<file path="config.mk">
export PLATFORM = sky130hd
export DESIGN_NAME = pcr_rmii_cfg
export DESIGN_NICKNAME = d
export VERILOG_FILES = /design/src/rtl/pcr_elastic_track.v /design/src/rtl/pcr_rmii_cfg.v
export VERILOG_INCLUDE_DIRS = /design/src /design/src/pkg
export SDC_FILE = /design/constraint.sdc
export NUM_CORES = 1
export LEC_CHECK = 0
export BUFFER_PORTS_ARGS = -buffer_cell sky130_fd_sc_hd__buf_2
export CORE_MARGIN = 2
export CORE_UTILIZATION = 43
export DETAILED_ROUTE_END_ITERATION = 16
export HOLD_SLACK_MARGIN = 0.1
export PLACE_DENSITY = 0.69
export SYNTH_ARGS = -nofsm -noshare
export SYNTH_HDL_FRONTEND = slang
export SYNTH_SLANG_ARGS = --single-unit
</file>
<file path="constraint.sdc">
create_clock -name clk -period 3.2 [get_ports clk]
set_input_delay 0.16 -clock clk [delete_from_list [all_inputs] [get_ports clk]]
set_output_delay 0.16 -clock clk [all_outputs]
set_load 0.01 [all_outputs]
</file>
<file path="src/pkg/pcr_map.vh">
/*
 * Register map, field positions, reset values and timing figures of the
 * receive PCS and reduced-interface configuration block.
 * Assumes a 25 MHz system clock and word-aligned Avalon-MM byte addresses.
 */
`ifndef PCR_MAP_VH
`define PCR_MAP_VH

// Register indices; byte address is four times the index
`define PCR_IDX_PCS 6'h16
`define PCR_IDX_RBR 6'h17
`define PCR_IDX_IST 6'h1C
`define PCR_IDX_IMSK 6'h1D

// Configuration register fields
`define PCR_B_SDALGO 8
`define PCR_B_DESCTO 7
`define PCR_B_FORCE 5
`define PCR_B_NRZIBYP 2

// Reduced-interface register fields
`define PCR_B_RMODE 5
`define PCR_B_OLDREV 4
`define PCR_B_OVF 3
`define PCR_B_UNF 2
`define PCR_B_ELAST_HI 1
`define PCR_B_ELAST_LO 0

// Interrupt status and mask fields
`define PCR_B_IOVF 0
`define PCR_B_IUNF 1
`define PCR_B_ISYNC 2
`define PCR_IRQ_W 3

// Reset values
`define PCR_RST_SDALGO 1'b1
`define PCR_RST_ELAST 2'h1
`define PCR_RST_OLDREV 1'b0

// Elasticity tolerance in bits for each field code
`define PCR_TOL_00 5'hE
`define PCR_TOL_01 5'h2
`define PCR_TOL_10 5'h6
`define PCR_TOL_11 5'hA

// Descrambler loss-of-sync timeouts
`define PCR_CLK_KHZ 25000
`define PCR_DESC_SHORT_NS 722000
`define PCR_DESC_LONG_NS 2000000

`endif

</file>
<file path="src/rtl/pcr_elastic_track.v">
/*
 * Receive elasticity buffer fill tracker: counts bits entering from the
 * recovered clock side and leaving on the reference side, and flags
 * overflow and underflow against the programmed tolerance.
 * Assumes both bit strobes are already in the system clock domain.
 */
module pcr_elastic_track #(
   parameter LW = 5
)(
   input wire clk,
   input wire rst,
   input wire pktStart,
   input wire wrBit,
   input wire rdBit,
   input wire [LW-1:0] tolBits,
   output reg overFlag,
   output reg underFlag,
   output wire overEvt,
   output wire underEvt
);

   reg [LW:0] level_q;
   wire [LW:0] tolW;
   wire [LW:0] limit;

   assign tolW = {1'b0, tolBits};
   assign limit = {tolBits, 1'b0};
   // Write past twice the tolerance, or read at zero, is a slip
   assign overEvt = wrBit & ~rdBit & (level_q == limit);
   assign underEvt = rdBit & ~wrBit & (level_q == {(LW+1){1'b0}});

   // Prefill to half depth at each packet start
   always @(posedge clk)
   begin
      if (rst)
         level_q <= {(LW+1){1'b0}};
      else if (pktStart)
         level_q <= tolW;
      else if (wrBit & ~rdBit & ~overEvt)
         level_q <= level_q + 1'b1;
      else if (rdBit & ~wrBit & ~underEvt)
         level_q <= level_q - 1'b1;
   end

   // Condition flags hold for the packet; a new slip beats the clear
   always @(posedge clk)
   begin
      if (rst)
      begin
         overFlag <= 1'b0;
         underFlag <= 1'b0;
      end
      else
      begin
         overFlag <= overEvt | (overFlag & ~pktStart);
         underFlag <= underEvt | (underFlag & ~pktStart);
      end
   end

endmodule

</file>
<file path="src/rtl/pcr_rmii_cfg.v">
/*
 * Configuration and status registers of the 100 Mbps receive PCS and the
 * reduced media-independent interface path, with the small pieces of
 * receive logic they steer: signal-detect choice, descrambler timeout,
 * forced link, NRZI bypass, MII/RMII routing and CRS_DV shaping.
 * Assumes an Avalon-MM master with waitrequest, a synchronous strap input
 * stable around reset, and receive strobes synchronous to clk.
 */
// Design decision made here: the Avalon-MM slave port.
`include "pcr_map.vh"

// Functional notes
// Bit 8 resets to one, enhanced signal detect; zero picks reduced algorithm.
// Descrambler timeout bit picks 2 ms when set, 722 us when clear.
// Force bit 5 reports good 100 Mbps link regardless of receiver.
// Bypass bit 2 removes NRZI coding from the data path.
// Software writes zero to reserved bits of the configuration register.
// With reduced interface off, data bypasses RMII logic and plain MII appears.
// Interface select bit 5 resets from strap, stays writable; one means RMII.
// Revision bit clear: CRS_DV toggles at packet end after carrier drops.
// Revision bit set: CRS_DV stays high until last data, no toggle.
// Overflow bit 3 reads one when receive FIFO overflowed.
// Underflow bit 2 reads one when receive FIFO underflowed.
// Elasticity buffer absorbs clock offsets; minimum covers standard frames.
// Two-bit elasticity field resets 01; codes give 14, 2, 6, 10 bits.
// Bits 15:6 of the interface register ignore writes, read zero.
// Registers are 16 bits; writes touch writable fields; status is live.
module pcr_rmii_cfg #(
   parameter DESC_SHORT_CYC = `PCR_DESC_SHORT_NS / 1000 * `PCR_CLK_KHZ / 1000,
   parameter DESC_LONG_CYC = `PCR_DESC_LONG_NS / 1000 * `PCR_CLK_KHZ / 1000,
   parameter TW = 17
)(
   input wire clk,
   input wire rst,
   input wire [7:0] address,
   input wire read,
   input wire write,
   input wire [31:0] writedata,
   input wire [3:0] byteenable,
   output reg [31:0] readdata,
   output wire waitrequest,
   output wire irq,
   input wire rmiiStrap,
   input wire rxBitIn,
   input wire rxBitStb,
   input wire rxRefStb,
   input wire rxPktStart,
   input wire rxIdleSeen,
   input wire link100Qualified,
   input wire crsIn,
   input wire rxDvIn,
   input wire [3:0] rxdIn,
   output reg rxBitOut,
   output reg sigDetectAlgoSel,
   output reg link100Good,
   output reg descramblerLocked,
   output reg miiCrs,
   output reg miiRxDv,
   output reg [3:0] miiRxd,
   output reg crsDv,
   output reg [3:0] rmiiRxd
);

   // Elasticity field code to tolerance in bits
   function [4:0] tolOf;
      input [1:0] code;
      begin
         case (code)
            2'h0: tolOf = `PCR_TOL_00;
            2'h1: tolOf = `PCR_TOL_01;
            2'h2: tolOf = `PCR_TOL_10;
            default: tolOf = `PCR_TOL_11;
         endcase
      end
   endfunction

   // Byte-lane merge for a 16-bit register
   function [15:0] merge16;
      input [15:0] old;
      input [15:0] wd;
      input [1:0] be;
      begin
         merge16 = old;
         if (be[0])
            merge16[7:0] = wd[7:0];
         if (be[1])
            merge16[15:8] = wd[15:8];
      end
   endfunction

   reg ackQ;
   reg sdAlgo_q;
   reg descTo_q;
   reg force_q;
   reg nrziByp_q;
   reg rmode_q;
   reg oldRev_q;
   reg [1:0] elast_q;
   reg [`PCR_IRQ_W-1:0] ist_q;
   reg [`PCR_IRQ_W-1:0] imsk_q;
   reg [TW-1:0] descCnt_q;
   reg nrziPrev_q;
   reg toggle_q;
   reg [15:0] rdMux;
   reg [15:0] pcsWr;
   reg [15:0] rbrWr;
   reg [`PCR_IRQ_W-1:0] istNext;

   wire req;
   wire wrStb;
   wire [5:0] idx;
   wire overFlag;
   wire underFlag;
   wire overEvt;
   wire underEvt;
   wire syncLostEvt;
   wire [TW-1:0] descLimit;
   wire [`PCR_IRQ_W-1:0] evts;
   wire [15:0] pcsM;
   wire [15:0] rbrM;

   assign idx = address[7:2];
   assign req = read | write;
   // One wait cycle: the answer comes on the second edge of a request
   assign waitrequest = req & ~ackQ;
   // Writes land on the edge where waitrequest is sampled low
   assign wrStb = write & ackQ;

   // Ack toggles so back-to-back requests each see one wait cycle
   always @(posedge clk)
   begin
      if (rst)
         ackQ <= 1'b0;
      else
         ackQ <= req & ~ackQ;
   end

   // Register images as seen by the bus; reserved bits stay zero
   always @*
   begin
      pcsWr = 16'h0000;
      pcsWr[`PCR_B_SDALGO] = sdAlgo_q;
      pcsWr[`PCR_B_DESCTO] = descTo_q;
      pcsWr[`PCR_B_FORCE] = force_q;
      pcsWr[`PCR_B_NRZIBYP] = nrziByp_q;
      rbrWr = 16'h0000;
      rbrWr[`PCR_B_RMODE] = rmode_q;
      rbrWr[`PCR_B_OLDREV] = oldRev_q;
      rbrWr[`PCR_B_OVF] = overFlag;
      rbrWr[`PCR_B_UNF] = underFlag;
      rbrWr[`PCR_B_ELAST_HI:`PCR_B_ELAST_LO] = elast_q;
   end

   // Write images merged by byte lane ahead of the register processes
   assign pcsM = merge16(pcsWr, writedata[15:0], byteenable[1:0]);
   assign rbrM = merge16(rbrWr, writedata[15:0], byteenable[1:0]);

   // Read multiplexer; unmapped words read zero
   always @*
   begin
      case (idx)
         `PCR_IDX_PCS: rdMux = pcsWr;
         `PCR_IDX_RBR: rdMux = rbrWr;
         `PCR_IDX_IST: rdMux = {13'h0000, ist_q};
         `PCR_IDX_IMSK: rdMux = {13'h0000, imsk_q};
         default: rdMux = 16'h0000;
      endcase
   end

   // Read data captured at the wait edge, stands through the answer cycle
   always @(posedge clk)
   begin
      if (rst)
         readdata <= 32'h00000000;
      else if (read & ~ackQ)
         readdata <= {16'h0000, rdMux};
   end

   // Configuration register; writes to reserved positions are dropped
   always @(posedge clk)
   begin
      if (rst)
      begin
         sdAlgo_q <= `PCR_RST_SDALGO;
         descTo_q <= 1'b0;
         force_q <= 1'b0;
         nrziByp_q <= 1'b0;
      end
      else if (wrStb && idx == `PCR_IDX_PCS)
      begin
         // Only defined fields are stored, whatever software puts elsewhere
         sdAlgo_q <= pcsM[`PCR_B_SDALGO];
         descTo_q <= pcsM[`PCR_B_DESCTO];
         force_q <= pcsM[`PCR_B_FORCE];
         nrziByp_q <= pcsM[`PCR_B_NRZIBYP];
      end
   end

   // Interface register; mode bit caught from the strap while reset is held
   always @(posedge clk)
   begin
      if (rst)
      begin
         rmode_q <= rmiiStrap;
         oldRev_q <= `PCR_RST_OLDREV;
         elast_q <= `PCR_RST_ELAST;
      end
      else if (wrStb && idx == `PCR_IDX_RBR)
      begin
         // Status bits and bits 15:6 are not stored
         rmode_q <= rbrM[`PCR_B_RMODE];
         oldRev_q <= rbrM[`PCR_B_OLDREV];
         elast_q <= rbrM[`PCR_B_ELAST_HI:`PCR_B_ELAST_LO];
      end
   end

   assign evts = {syncLostEvt, underEvt, overEvt};

   // Sticky events, write one to clear; a new event beats the clear
   always @*
   begin
      istNext = ist_q;
      if (wrStb && idx == `PCR_IDX_IST && byteenable[0])
         istNext = ist_q & ~writedata[`PCR_IRQ_W-1:0];
      istNext = istNext | evts;
   end

   always @(posedge clk)
   begin
      if (rst)
      begin
         ist_q <= {`PCR_IRQ_W{1'b0}};
         imsk_q <= {`PCR_IRQ_W{1'b0}};
      end
      else
      begin
         ist_q <= istNext;
         if (wrStb && idx == `PCR_IDX_IMSK && byteenable[0])
            imsk_q <= writedata[`PCR_IRQ_W-1:0];
      end
   end

   assign irq = |(ist_q & imsk_q);

   // Fill tracker sized by the tolerance code
   pcr_elastic_track #(
      .LW(5)
   ) uTrack (
      .clk(clk),
      .rst(rst),
      .pktStart(rxPktStart),
      .wrBit(rxBitStb),
      .rdBit(rxRefStb),
      .tolBits(tolOf(elast_q)),
      .overFlag(overFlag),
      .underFlag(underFlag),
      .overEvt(overEvt),
      .underEvt(underEvt)
   );

   // Timeout chosen live; a longer window keeps lock over jumbo frames
   assign descLimit = descTo_q ? DESC_LONG_CYC[TW-1:0] : DESC_SHORT_CYC[TW-1:0];
   assign syncLostEvt = descramblerLocked & (descCnt_q >= descLimit - 1'b1);

   // Lock watchdog: idle seen restarts it, expiry drops lock
   always @(posedge clk)
   begin
      if (rst)
      begin
         descCnt_q <= {TW{1'b0}};
         descramblerLocked <= 1'b0;
      end
      else if (rxIdleSeen)
      begin
         descCnt_q <= {TW{1'b0}};
         descramblerLocked <= 1'b1;
      end
      else if (syncLostEvt)
      begin
         descCnt_q <= {TW{1'b0}};
         descramblerLocked <= 1'b0;
      end
      else if (descramblerLocked)
         descCnt_q <= descCnt_q + 1'b1;
   end

   // Link report and signal-detect choice
   always @(posedge clk)
   begin
      if (rst)
      begin
         link100Good <= 1'b0;
         sigDetectAlgoSel <= `PCR_RST_SDALGO;
      end
      else
      begin
         link100Good <= force_q | link100Qualified;
         sigDetectAlgoSel <= sdAlgo_q;
      end
   end

   // NRZI decode: a transition is a one; bypass passes bits raw
   always @(posedge clk)
   begin
      if (rst)
      begin
         nrziPrev_q <= 1'b0;
         rxBitOut <= 1'b0;
      end
      else if (rxBitStb)
      begin
         nrziPrev_q <= rxBitIn;
         rxBitOut <= nrziByp_q ? rxBitIn : (rxBitIn ^ nrziPrev_q);
      end
   end

   // Tail phase after carrier drops while data is still draining; the phase
   // starts at zero on the first tail cycle so CRS_DV reads 1, 0, 1, 0 there
   always @(posedge clk)
   begin
      if (rst)
      begin
         toggle_q <= 1'b0;
      end
      else
      begin
         toggle_q <= (~crsIn & rxDvIn) ? ~toggle_q : 1'b0;
      end
   end

   // Interface routing; the unused side is held quiet
   always @(posedge clk)
   begin
      if (rst)
      begin
         miiCrs <= 1'b0;
         miiRxDv <= 1'b0;
         miiRxd <= 4'h0;
         crsDv <= 1'b0;
         rmiiRxd <= 4'h0;
      end
      else if (!rmode_q)
      begin
         miiCrs <= crsIn;
         miiRxDv <= rxDvIn;
         miiRxd <= rxdIn;
         crsDv <= 1'b0;
         rmiiRxd <= 4'h0;
      end
      else
      begin
         miiCrs <= 1'b0;
         miiRxDv <= 1'b0;
         miiRxd <= 4'h0;
         rmiiRxd <= rxDvIn ? rxdIn : 4'h0;
         if (crsIn)
            crsDv <= 1'b1;
         else if (oldRev_q)
            crsDv <= rxDvIn;
         else
            crsDv <= rxDvIn & ~toggle_q;
      end
   end

endmodule

</file>
# Yosys cells after proc, flatten, opt, wreduce, memory -nomap -nowiden
# Cells that the tools add are included.
dict set report totals {
  reg_bits 73
  input_bits 61
  out_inout_bits 49
  word_cells 112
}
dict set report op_classes {
  addsub 4
  magnitude_cmp 1
  n_eq_ne 7
  n_mux 15
  n_bitwise 34
  reduce_logical 24
}
# operator count
set op_table {}
lappend op_table {{$pmux W9 S4} 1}
lappend op_table {{$eq A6 B5 Y1 const B} 4}
lappend op_table {{$mux W6} 3}
lappend op_table {{$add A17 B1 Y17 const B} 1}
lappend op_table {{$ge A17 B17 Y1} 1}
lappend op_table {{$sub A16 B1 Y17 const B} 1}
lappend op_table {{$mux W16} 1}
lappend op_table {{$and A1 B1 Y1} 14}
lappend op_table {{$pmux W4 S3} 1}
lappend op_table {{$not A1 Y1} 11}
lappend op_table {{$reduce_or A3 Y1} 3}
lappend op_table {{$reduce_and A2 Y1} 4}
lappend op_table {{$reduce_bool A2 Y1} 4}
lappend op_table {{$reduce_or A2 Y1} 4}
lappend op_table {{$mux W1} 7}
lappend op_table {{$add A6 B1 Y6 const B} 1}
lappend op_table {{$and A3 B3 Y3} 2}
lappend op_table {{$eq A6 B5 Y1} 1}
lappend op_table {{$logic_and A1 B1 Y1} 6}
lappend op_table {{$logic_not A6 Y1} 1}
lappend op_table {{$sub A6 B1 Y6 const B} 1}
lappend op_table {{$mux W5} 1}
lappend op_table {{$or A1 B1 Y1} 4}
lappend op_table {{$mux W3} 1}
lappend op_table {{other kinds (7)} 7}

# Depth between registers and ports, before layout
# Gate-level depths: netlist (run 1).
dict set report depth {
  ltp_word 8
  depth_mapped 15
  ltp_nobuf 15
}

# Hierarchy
# Synthesis (run 1) repeated with hierarchy kept, for this count alone.
dict set report unflattened {
  cells_unflattened 389
  area_unflattened_um2 3447.1
}
# module n_inst cells_each area_per_inst_um2 seq_area_each_um2
set by_module_without_submodules {}
lappend by_module_without_submodules {pcr_rmii_cfg 1 316 2856.5 1151.1}
lappend by_module_without_submodules {pcr_elastic_track 1 73 590.6 160.2}

# Worst setup path after synthesis (run 1)
# OpenSTA, ideal clock, no wires.
dict set report synth_timing {
  kind {reg2reg}
  startpoint {reg elast_q[0]}
  endpoint {reg uTrack.level_q[3]}
  setup_time_ns 0.070
  arrival_ns 2.812
  required_ns 3.130
  slack_ns 0.318
  path_stages_with_launch 14
  n_path_buf 0
  period_less_slack_ns 2.882
  cell_sequence {dfxtp_1 > inv_1 > ha_1 > o21a_1 > o2111a_1 > nor2_1 > inv_1 > ha_1 > a21oi_1 > o21ai_2 > nor4b_1 > nor3_1 > or3b_1 > a21oi_1}
}
dict set report synth_between {
  elab_chain_len 8
  elab_cells_between_ends 11
  cone_classes {eq/ne (3); mux (3); bitwise (3); reduce/logical (2)}
}
# element line_no
set synth_lines {}
lappend synth_lines {{start, declared} pcr_rmii_cfg.v:98} ;# reg [1:0] elast_q;
lappend synth_lines {{start signal, assigned} pcr_rmii_cfg.v:206} ;# elast_q <= `PCR_RST_ELAST;
lappend synth_lines {{start signal, assigned} pcr_rmii_cfg.v:213} ;# elast_q <= rbrM[`PCR_B_ELAST_HI:`PCR_B_ELAST_LO];
lappend synth_lines {{$eq A2 B2 Y1, or another cell as far along} pcr_rmii_cfg.v:68} ;# case (code)
lappend synth_lines {{$pmux W4 S3 (*)} pcr_rmii_cfg.v:68}
lappend synth_lines {{$eq A6 B5 Y1} pcr_elastic_track.v:29} ;# assign overEvt = wrBit & ~rdBit & (level_q == limit);
lappend synth_lines {{$and A1 B1 Y1} pcr_elastic_track.v:29}
lappend synth_lines {{$not A1 Y1} pcr_elastic_track.v:39} ;# else if (wrBit & ~rdBit & ~overEvt)
lappend synth_lines {{$and A1 B1 Y1} pcr_elastic_track.v:39}
lappend synth_lines {{$mux W6} pcr_elastic_track.v:39}
lappend synth_lines {{$mux W5} pcr_elastic_track.v:37} ;# else if (pktStart)
lappend synth_lines {{end signal, assigned} pcr_elastic_track.v:36} ;# level_q <= {(LW+1){1'b0}};
lappend synth_lines {{end signal, assigned} pcr_elastic_track.v:38} ;# level_q <= tolW;
lappend synth_lines {{end signal, assigned} pcr_elastic_track.v:40} ;# level_q <= level_q + 1'b1;
lappend synth_lines {{end, declared} pcr_elastic_track.v:22} ;# reg [LW:0] level_q;
# Mark *: on every way between the ends. The rest lies on a longest branch, timed or not.
# A chain may end at the register's enable or synchronous reset.

# Worst setup path after layout (run 1)
dict set report layout_timing {
  startpoint {reg elast_q[0]}
  endpoint {reg uTrack.level_q[5]}
}
dict set report layout_between {
  elab_chain_len 7
  elab_cells_between_ends 10
  cone_classes {eq/ne (3); mux (2); bitwise (3); reduce/logical (2)}
}
# element line_no
set layout_lines {}
lappend layout_lines {{$eq A2 B2 Y1, or another cell as far along} pcr_rmii_cfg.v:68}
lappend layout_lines {{$pmux W4 S3 (*)} pcr_rmii_cfg.v:68}
lappend layout_lines {{$eq A6 B5 Y1 (*)} pcr_elastic_track.v:29}
lappend layout_lines {{$and A1 B1 Y1 (*)} pcr_elastic_track.v:29}
lappend layout_lines {{$not A1 Y1 (*)} pcr_elastic_track.v:39}
lappend layout_lines {{$and A1 B1 Y1 (*)} pcr_elastic_track.v:39}
lappend layout_lines {{$mux W6 / $reduce_bool A2 Y1 (equally long branches)} n/a}
lappend layout_lines {{end signal, assigned} pcr_elastic_track.v:38}
lappend layout_lines {{end signal, assigned} pcr_elastic_track.v:40}
lappend layout_lines {{end signal, assigned} pcr_elastic_track.v:42} ;# level_q <= level_q - 1'b1;
# Marked as above.

==> run summary, run 1 <==
Root buf cell = clkbuf_8
CTS tree = done
Initial Utilization = 44.49%
Static Leak = 1.723 nW
VDD IR max = 176.4 uV
CTS Buffer Depth = 2
Via density = 5.118
RSZ-0062 raised after global routing = no
Seq/Total Area, Yosys = 37.94%
Status = complete, no violations
Sw Ratio = 25.04%
Die area = 8770 um2
Reg-to-Reg End = uTrack.level_q[5]
Area leader, netlist = dfxtp_1
P&R area growth vs syn = 19.55%
Crit Path Class = reg2reg
Ys flop type = dfxtp_1
Logic pwr share = 11.8%
Fin crit period = 2.958 ns
Post-Syn Area = 3456 um2
Worst-Margin Slew = 0.7947 ns
CP Data Arrival Time = 3.19 ns
Worst Setup Start Kind = flop
Setup Skew = 0.009003 ns
Drt pass-1 iters = 4
Worst-Skew Late Latency = 0.34 ns
Post-DP HPWL = 5391 um
Clock transition at path regs = 0.08 ns
Synth async-reset ratio = 0%
R2r worst-path depth = 12
Initial antenna violation count = 0
Die Height = 93.65 um
Post-synth cell types = 72
ANT cells = 0
Final setup viols = 0
Worst Path Required = 3.43 ns
Initial DRC Count = 102
Drt total wl = 7487 um
H-tree depth = 3
Most common cell after layout, fill and taps aside = dfxtp_1
Most frequent cells in the layout = dfxtp_1, buf_2, nor2_1
Hold depth = 3
Avg Cell Area, Syn = 8.953 um2
Critical path endpoint category = flop
Total GRT Usage = 17.51%
Yosys warnings = 0
DRC errors left = 0
Switching power = 0.4569 mW
Worst Hold End = ackQ
Via count = 2917
Reg power frac = 46.6%
Pin count of the biggest net entering global routing = 35
Synth Register Bits = 65
Sink Count = 65
Post-synth EDFFs = 1
Setup slack, reg-to-reg = 0.24 ns
Rows = 32
Int Power = 1.368 mW
Crit share post-route = 92.43%
Final ANT Viol Nets = 0
Max-Cap Viols = 0
IO Pins = 110
Setup TNS = 0 ns
Gate Count Post-Synth = 386
Congestion Overflow GR = 0
Design area = 4131 um2
PD cells = 441.7 nW/um2
Synth area leaders = dfxtp_1, buf_4, ha_1
Synth top area share = 37.07%
Max FO, Critical Path = 4
RePlAce Congestion = 0.8553
Clock Power Share = 41.6%
Tightest Hold Check Type = in2reg
Core Region = 7767 um2
Post-DP Area = 3725 um2
Worst r2r src = elast_q[0]
Fin nets = 538
Number of buffers created by CTS = 9
Highest clock rate = 338.1 MHz
Fin. Hold Viols = 0
Avg WL per Cell = 13.14 um
Relative slew slack = 47.01%
Slew Limit Fails = 0
Vias in the first global route = 2681
First-pass GRT wire length = 12140 um
Die W = 93.65 um
Layout cells sized above 1 = 22.44%
IO Port Bufs = 56
Hold Startpoint = read
==> cell families after synthesis <==
logic type / after synthesis / synth area share (%)
flops: 65 / 37.94
buf+inv: 45 / 8.580
compound gates: 65 / 13.98
fa+ha+maj: 14 / 5.069
other cells: 1 / 0.1085
xor+xnor: 20 / 5.069
simple gates: 160 / 24.55
mux: 16 / 4.707
==> what timing repair did <==
| action | CTS | global route |
|---|---|---|
| resized for setup | 0 | 1 |
| setup endpoints to repair | 0 | 1 |
| hold buffers | 18 | 0 |
| buffers inserted | 0 | 0 |
| hold endpoints to repair | 24 | 0 |
==> Yosys cell counts, types with 3 or more instances <==
library cell	n
dfxtp_1	64
nor2_1	41
nand2_1	33
buf_4	25
a21oi_1	22
ha_1	14
mux2i_1	14
nand3_1	13
xor2_1	12
and2_1	11
nor3_1	11
nor2_2	10
inv_1	9
nand4_1	8
xnor2_1	8
a22oi_1	6
clkbuf_1	6
nand2b_1	6
o21ai_0	5
buf_6	3
nor2b_1	3
o22ai_1	3
==> worst max path at each step <==
stage	from	to	slack (ns)	cells after the start
3_3_place_gp	elast_q[1]	uTrack.level_q[3]	0.28	13
4_1_cts	elast_q[0]	uTrack.level_q[3]	0.19	13
6_report	elast_q[0]	uTrack.level_q[5]	0.24	12
5_1_grt	elast_q[0]	uTrack.level_q[5]	0.008	13
3_5_place_dp	elast_q[0]	uTrack.level_q[3]	0.23	13
2_1_floorplan	elast_q[0]	uTrack.level_q[3]	0.32	13
==> power by group through the flow <==
stage          Combinational (mW)  Clock, mW  Sequential, mW
5_1_grt                     0.239      0.812           0.852
6_report                    0.215      0.760           0.849
2_1_floorplan               0.162          0           0.865
4_1_cts                     0.213      0.781           0.849
3_5_place_dp                0.195          0           0.868
3_3_place_gp                0.190          0           0.867
==> state kept, by name (all words and copies together) (netlist names), 2 cells and up <==
register	cells
ist_q	3
miiRxd	4
readdata	8
imsk_q	3
elast_q	2
descCnt_q	17
rmiiRxd	4
uTrack.level_q	6
==> layer usage <==
metal	wire, um	global-route usage, %	vias up
li1	-	-	1465
met1	3207	20.66	1362
met2	3811	30.76	76
met3	349	4.735	14
met4	117	5.797	0
met5	0	0	-
==> metrics by stage <==
step	hold slack [ns]	total power [mW]	utilization, %	setup slack (ns)	cells
2_1_floorplan	0.2373	1.027	-	0.3178	409
3_3_place_gp	0.3630	1.057	47.95	0.2756	536
3_5_place_dp	0.3579	1.063	47.95	0.2270	536
4_1_cts	0.1016	1.843	53.11	0.1897	570
5_1_grt	0.1376	1.902	53.19	0.007829	570
6_report	0.1136	1.825	53.19	0.2422	570
==> layout make-up <==
type                    instances  area [um2]
clock inverters                 6       92.59
flip-flops and latches         65        1311
repair buffers                 79       498.0
well taps                     102       127.6
multi-input cells             299        1941
fillers                       740        3636
inverters                       9       33.78
clock buffers                  10       127.6
==> critical path, cell delays in order, from the launching register on <==
cell      delay [ns]
dfxtp_1         0.35
inv_1           0.08
ha_1            0.23
o21a_1          0.20
o2111a_1        0.27
nor2_1          0.22
inv_1           0.10
ha_1            0.22
or2_2           0.32
o311ai_0        0.49
a221oi_1        0.16
o22ai_1         0.15
o21ai_1         0.08
Power figures use the tool's default switching activity.
==> run 2, diff against run 1 <==
--- a/config.mk
+++ b/config.mk
@@ -7,7 +7,7 @@
 export NUM_CORES = 1
 export LEC_CHECK = 0
 export BUFFER_PORTS_ARGS = -buffer_cell sky130_fd_sc_hd__buf_2
-export CORE_MARGIN = 2
+export CORE_MARGIN = 5
 export CORE_UTILIZATION = 43
 export DETAILED_ROUTE_END_ITERATION = 16
 export HOLD_SLACK_MARGIN = 0.1
==> constraint.sdc (replaced) <==
create_clock -name clk -period 3.7 [get_ports clk]
set_input_delay 0.185 -clock clk [delete_from_list [all_inputs] [get_ports clk]]
set_output_delay 0.185 -clock clk [all_outputs]
set_load 0.01 [all_outputs]
==> run 2 against run 1 <==
Utilization is 1.0 points lower. Combinational power is 20% lower. Largest power group is now clock. Highest routed layer unchanged. Design area decreased by 2.0%. Critical path type unchanged.
==> run summary, run 2 (synthesis gave the netlist of run 1 again) <==
P&R area growth vs syn = 17.20%
Sink Count = 65
Slew Limit Fails = 0
Post-DP Area = 3687 um2
Final setup viols = 0
IO Pins = 110
Clock transition at path regs = 0.07 ns
Via density = 5.111
CTS Buffer Depth = 2
Status = complete, no violations
H-tree depth = 3
Number of buffers created by CTS = 9
Reg power frac = 44.4%
Grt met1 use = 18.06%
Worst Setup Start Kind = flop
Met3 usage = 3.927%
Post-place setup slack = 0.4468 ns
Worst Hold End = uTrack.level_q[0]
Tightest Hold Check Type = in2reg
Hold depth = 2
Most common cell after layout, fill and taps aside = dfxtp_1
Int Power = 1.260 mW
Fin nets = 526
First-pass GRT wire length = 12300 um
Fin crit period = 3.333 ns
Largest Register = descCnt_q
Critical Path Max Stage Delay = 0.44 ns
Most frequent cells in the layout = dfxtp_1, buf_2, nor2_1
Worst-Margin Slew = 0.7874 ns
Highest clock rate = 300.1 MHz
VDD IR max = 179.2 uV
Core Region = 7767 um2
Relative slew slack = 47.50%
Congestion Overflow GR = 0
Initial Utilization = 44.49%
DRC errors left = 0
ANT cells = 0
Largest regs = descCnt_q (17), readdata (8), uTrack.level_q (6)
Setup TNS = 0 ns
Global route hottest layer = met2
Post-DP HPWL = 5339 um
Fin. Hold Viols = 0
Postcts setup bufs = 0
Drt pass-1 iters = 5
Slowest library cell on the worst path = nor4b_1
Setup slack, reg-to-reg = 0.37 ns
RePlAce Congestion = 0.8988
PD cells = 409.5 nW/um2
Vias in the first global route = 2690
Die Height = 99.65 um
Worst-Skew Late Latency = 0.34 ns
Global Route met2 Usage = 25.72%
Initial antenna violation count = 0
CP cell instances = inv_1 > ha_1 > o21a_1 > o2111a_1 > nor2_1 > inv_1 > ha_1 > a21oi_1 > o21ai_2 > nor4b_1 > nor3_1 > or3b_1 > a21oi_1
Worst Path Buf+Inv = 2
Worst Path Required = 3.96 ns
Critical path endpoint category = flop
Max FO, Critical Path = 5
Crit share post-route = 90.07%
Worst r2r src = elast_q[1]
Initial DRC Count = 87
R2r worst-path depth = 13
Die area = 9930 um2
Final ANT Viol Nets = 0
Switching power = 0.3986 mW
Logic pwr share = 10.4%
Max reg flops = 17
Hold Startpoint = rxPktStart
Sw Ratio = 24.03%
CTS tree = done
Layout cells sized above 1 = 21.93%
Critical Path Start = elast_q[1]
Die W = 99.65 um
Avg WL per Cell = 13.19 um
Design area = 4050 um2
Cell family with most CP delay = simple AND/OR/NAND/NOR gates
Total GRT Usage = 15.09%
Rows = 32
Via count = 2852
Clock Power Share = 45.3%
IO Port Bufs = 56
Reg-to-Reg End = uTrack.level_q[3]
Max-Cap Viols = 0
CP Data Arrival Time = 3.60 ns
Drt total wl = 7361 um
Static Leak = 1.685 nW
Root buf cell = clkbuf_8
Setup Skew = 0.005534 ns
Post-route setup slack = 0.3674 ns
RSZ-0062 raised after global routing = no
Pin count of the biggest net entering global routing = 45
Fillers = 720
Crit Path Class = reg2reg
run 2: area by class of cell:
cell class / count / area [um2] / share of cell area, %
Clock buffer: 10 / 137.6 / 3.398
Inverter: 9 / 33.78 / 0.8341
Sequential cell: 65 / 1311 / 32.38
Clock inverter: 6 / 115.1 / 2.842
Tap cell: 102 / 127.6 / 3.151
Timing Repair Buffer: 67 / 390.4 / 9.639
Multi-Input combinational cell: 299 / 1934 / 47.76
run 2: power by group through the flow:
stage / Sequential (mW) / Clock, mW / Combinational [mW]
4_1_cts: 0.735 / 0.767 / 0.171
6_report: 0.736 / 0.751 / 0.172
3_5_place_dp: 0.751 / 0 / 0.161
2_1_floorplan: 0.748 / 0 / 0.140
3_3_place_gp: 0.751 / 0 / 0.159
5_1_grt: 0.738 / 0.797 / 0.191
run 2: worst max path at each step:
stage / endpoint / slack [ns] / depth (start not counted)
2_1_floorplan: uTrack.level_q[3] / 0.82 / 13
3_3_place_gp: uTrack.level_q[3] / 0.49 / 13
3_5_place_dp: uTrack.level_q[3] / 0.45 / 13
4_1_cts: uTrack.level_q[3] / 0.42 / 13
5_1_grt: uTrack.level_q[3] / 0.11 / 13
6_report: uTrack.level_q[3] / 0.37 / 13
run 2: metal layers:
layer | share of wire [%] | vias to the layer above
met3 | 5.1 | 11
met2 | 51 | 65
li1 | - | 1447
met5 | 0 | -
met1 | 43 | 1329
met4 | 1.5 | 0
run 2: what timing repair did:
item,CTS,global route
endpoints found under the hold margin,16,0
hold buffers,11,0
gates resized for setup,0,0
run 2: through the flow:
step                hold slack, ns  cells  util, %  total power [mW]
floorplan                   0.2623    409        -            0.8878
global placement            0.3863    531    47.47            0.9098
detailed placement          0.3838    531    47.47            0.9122
CTS                         0.1036    558    52.14             1.673
global route                0.1044    558    52.14             1.726
finish                      0.1219    558    52.14             1.659
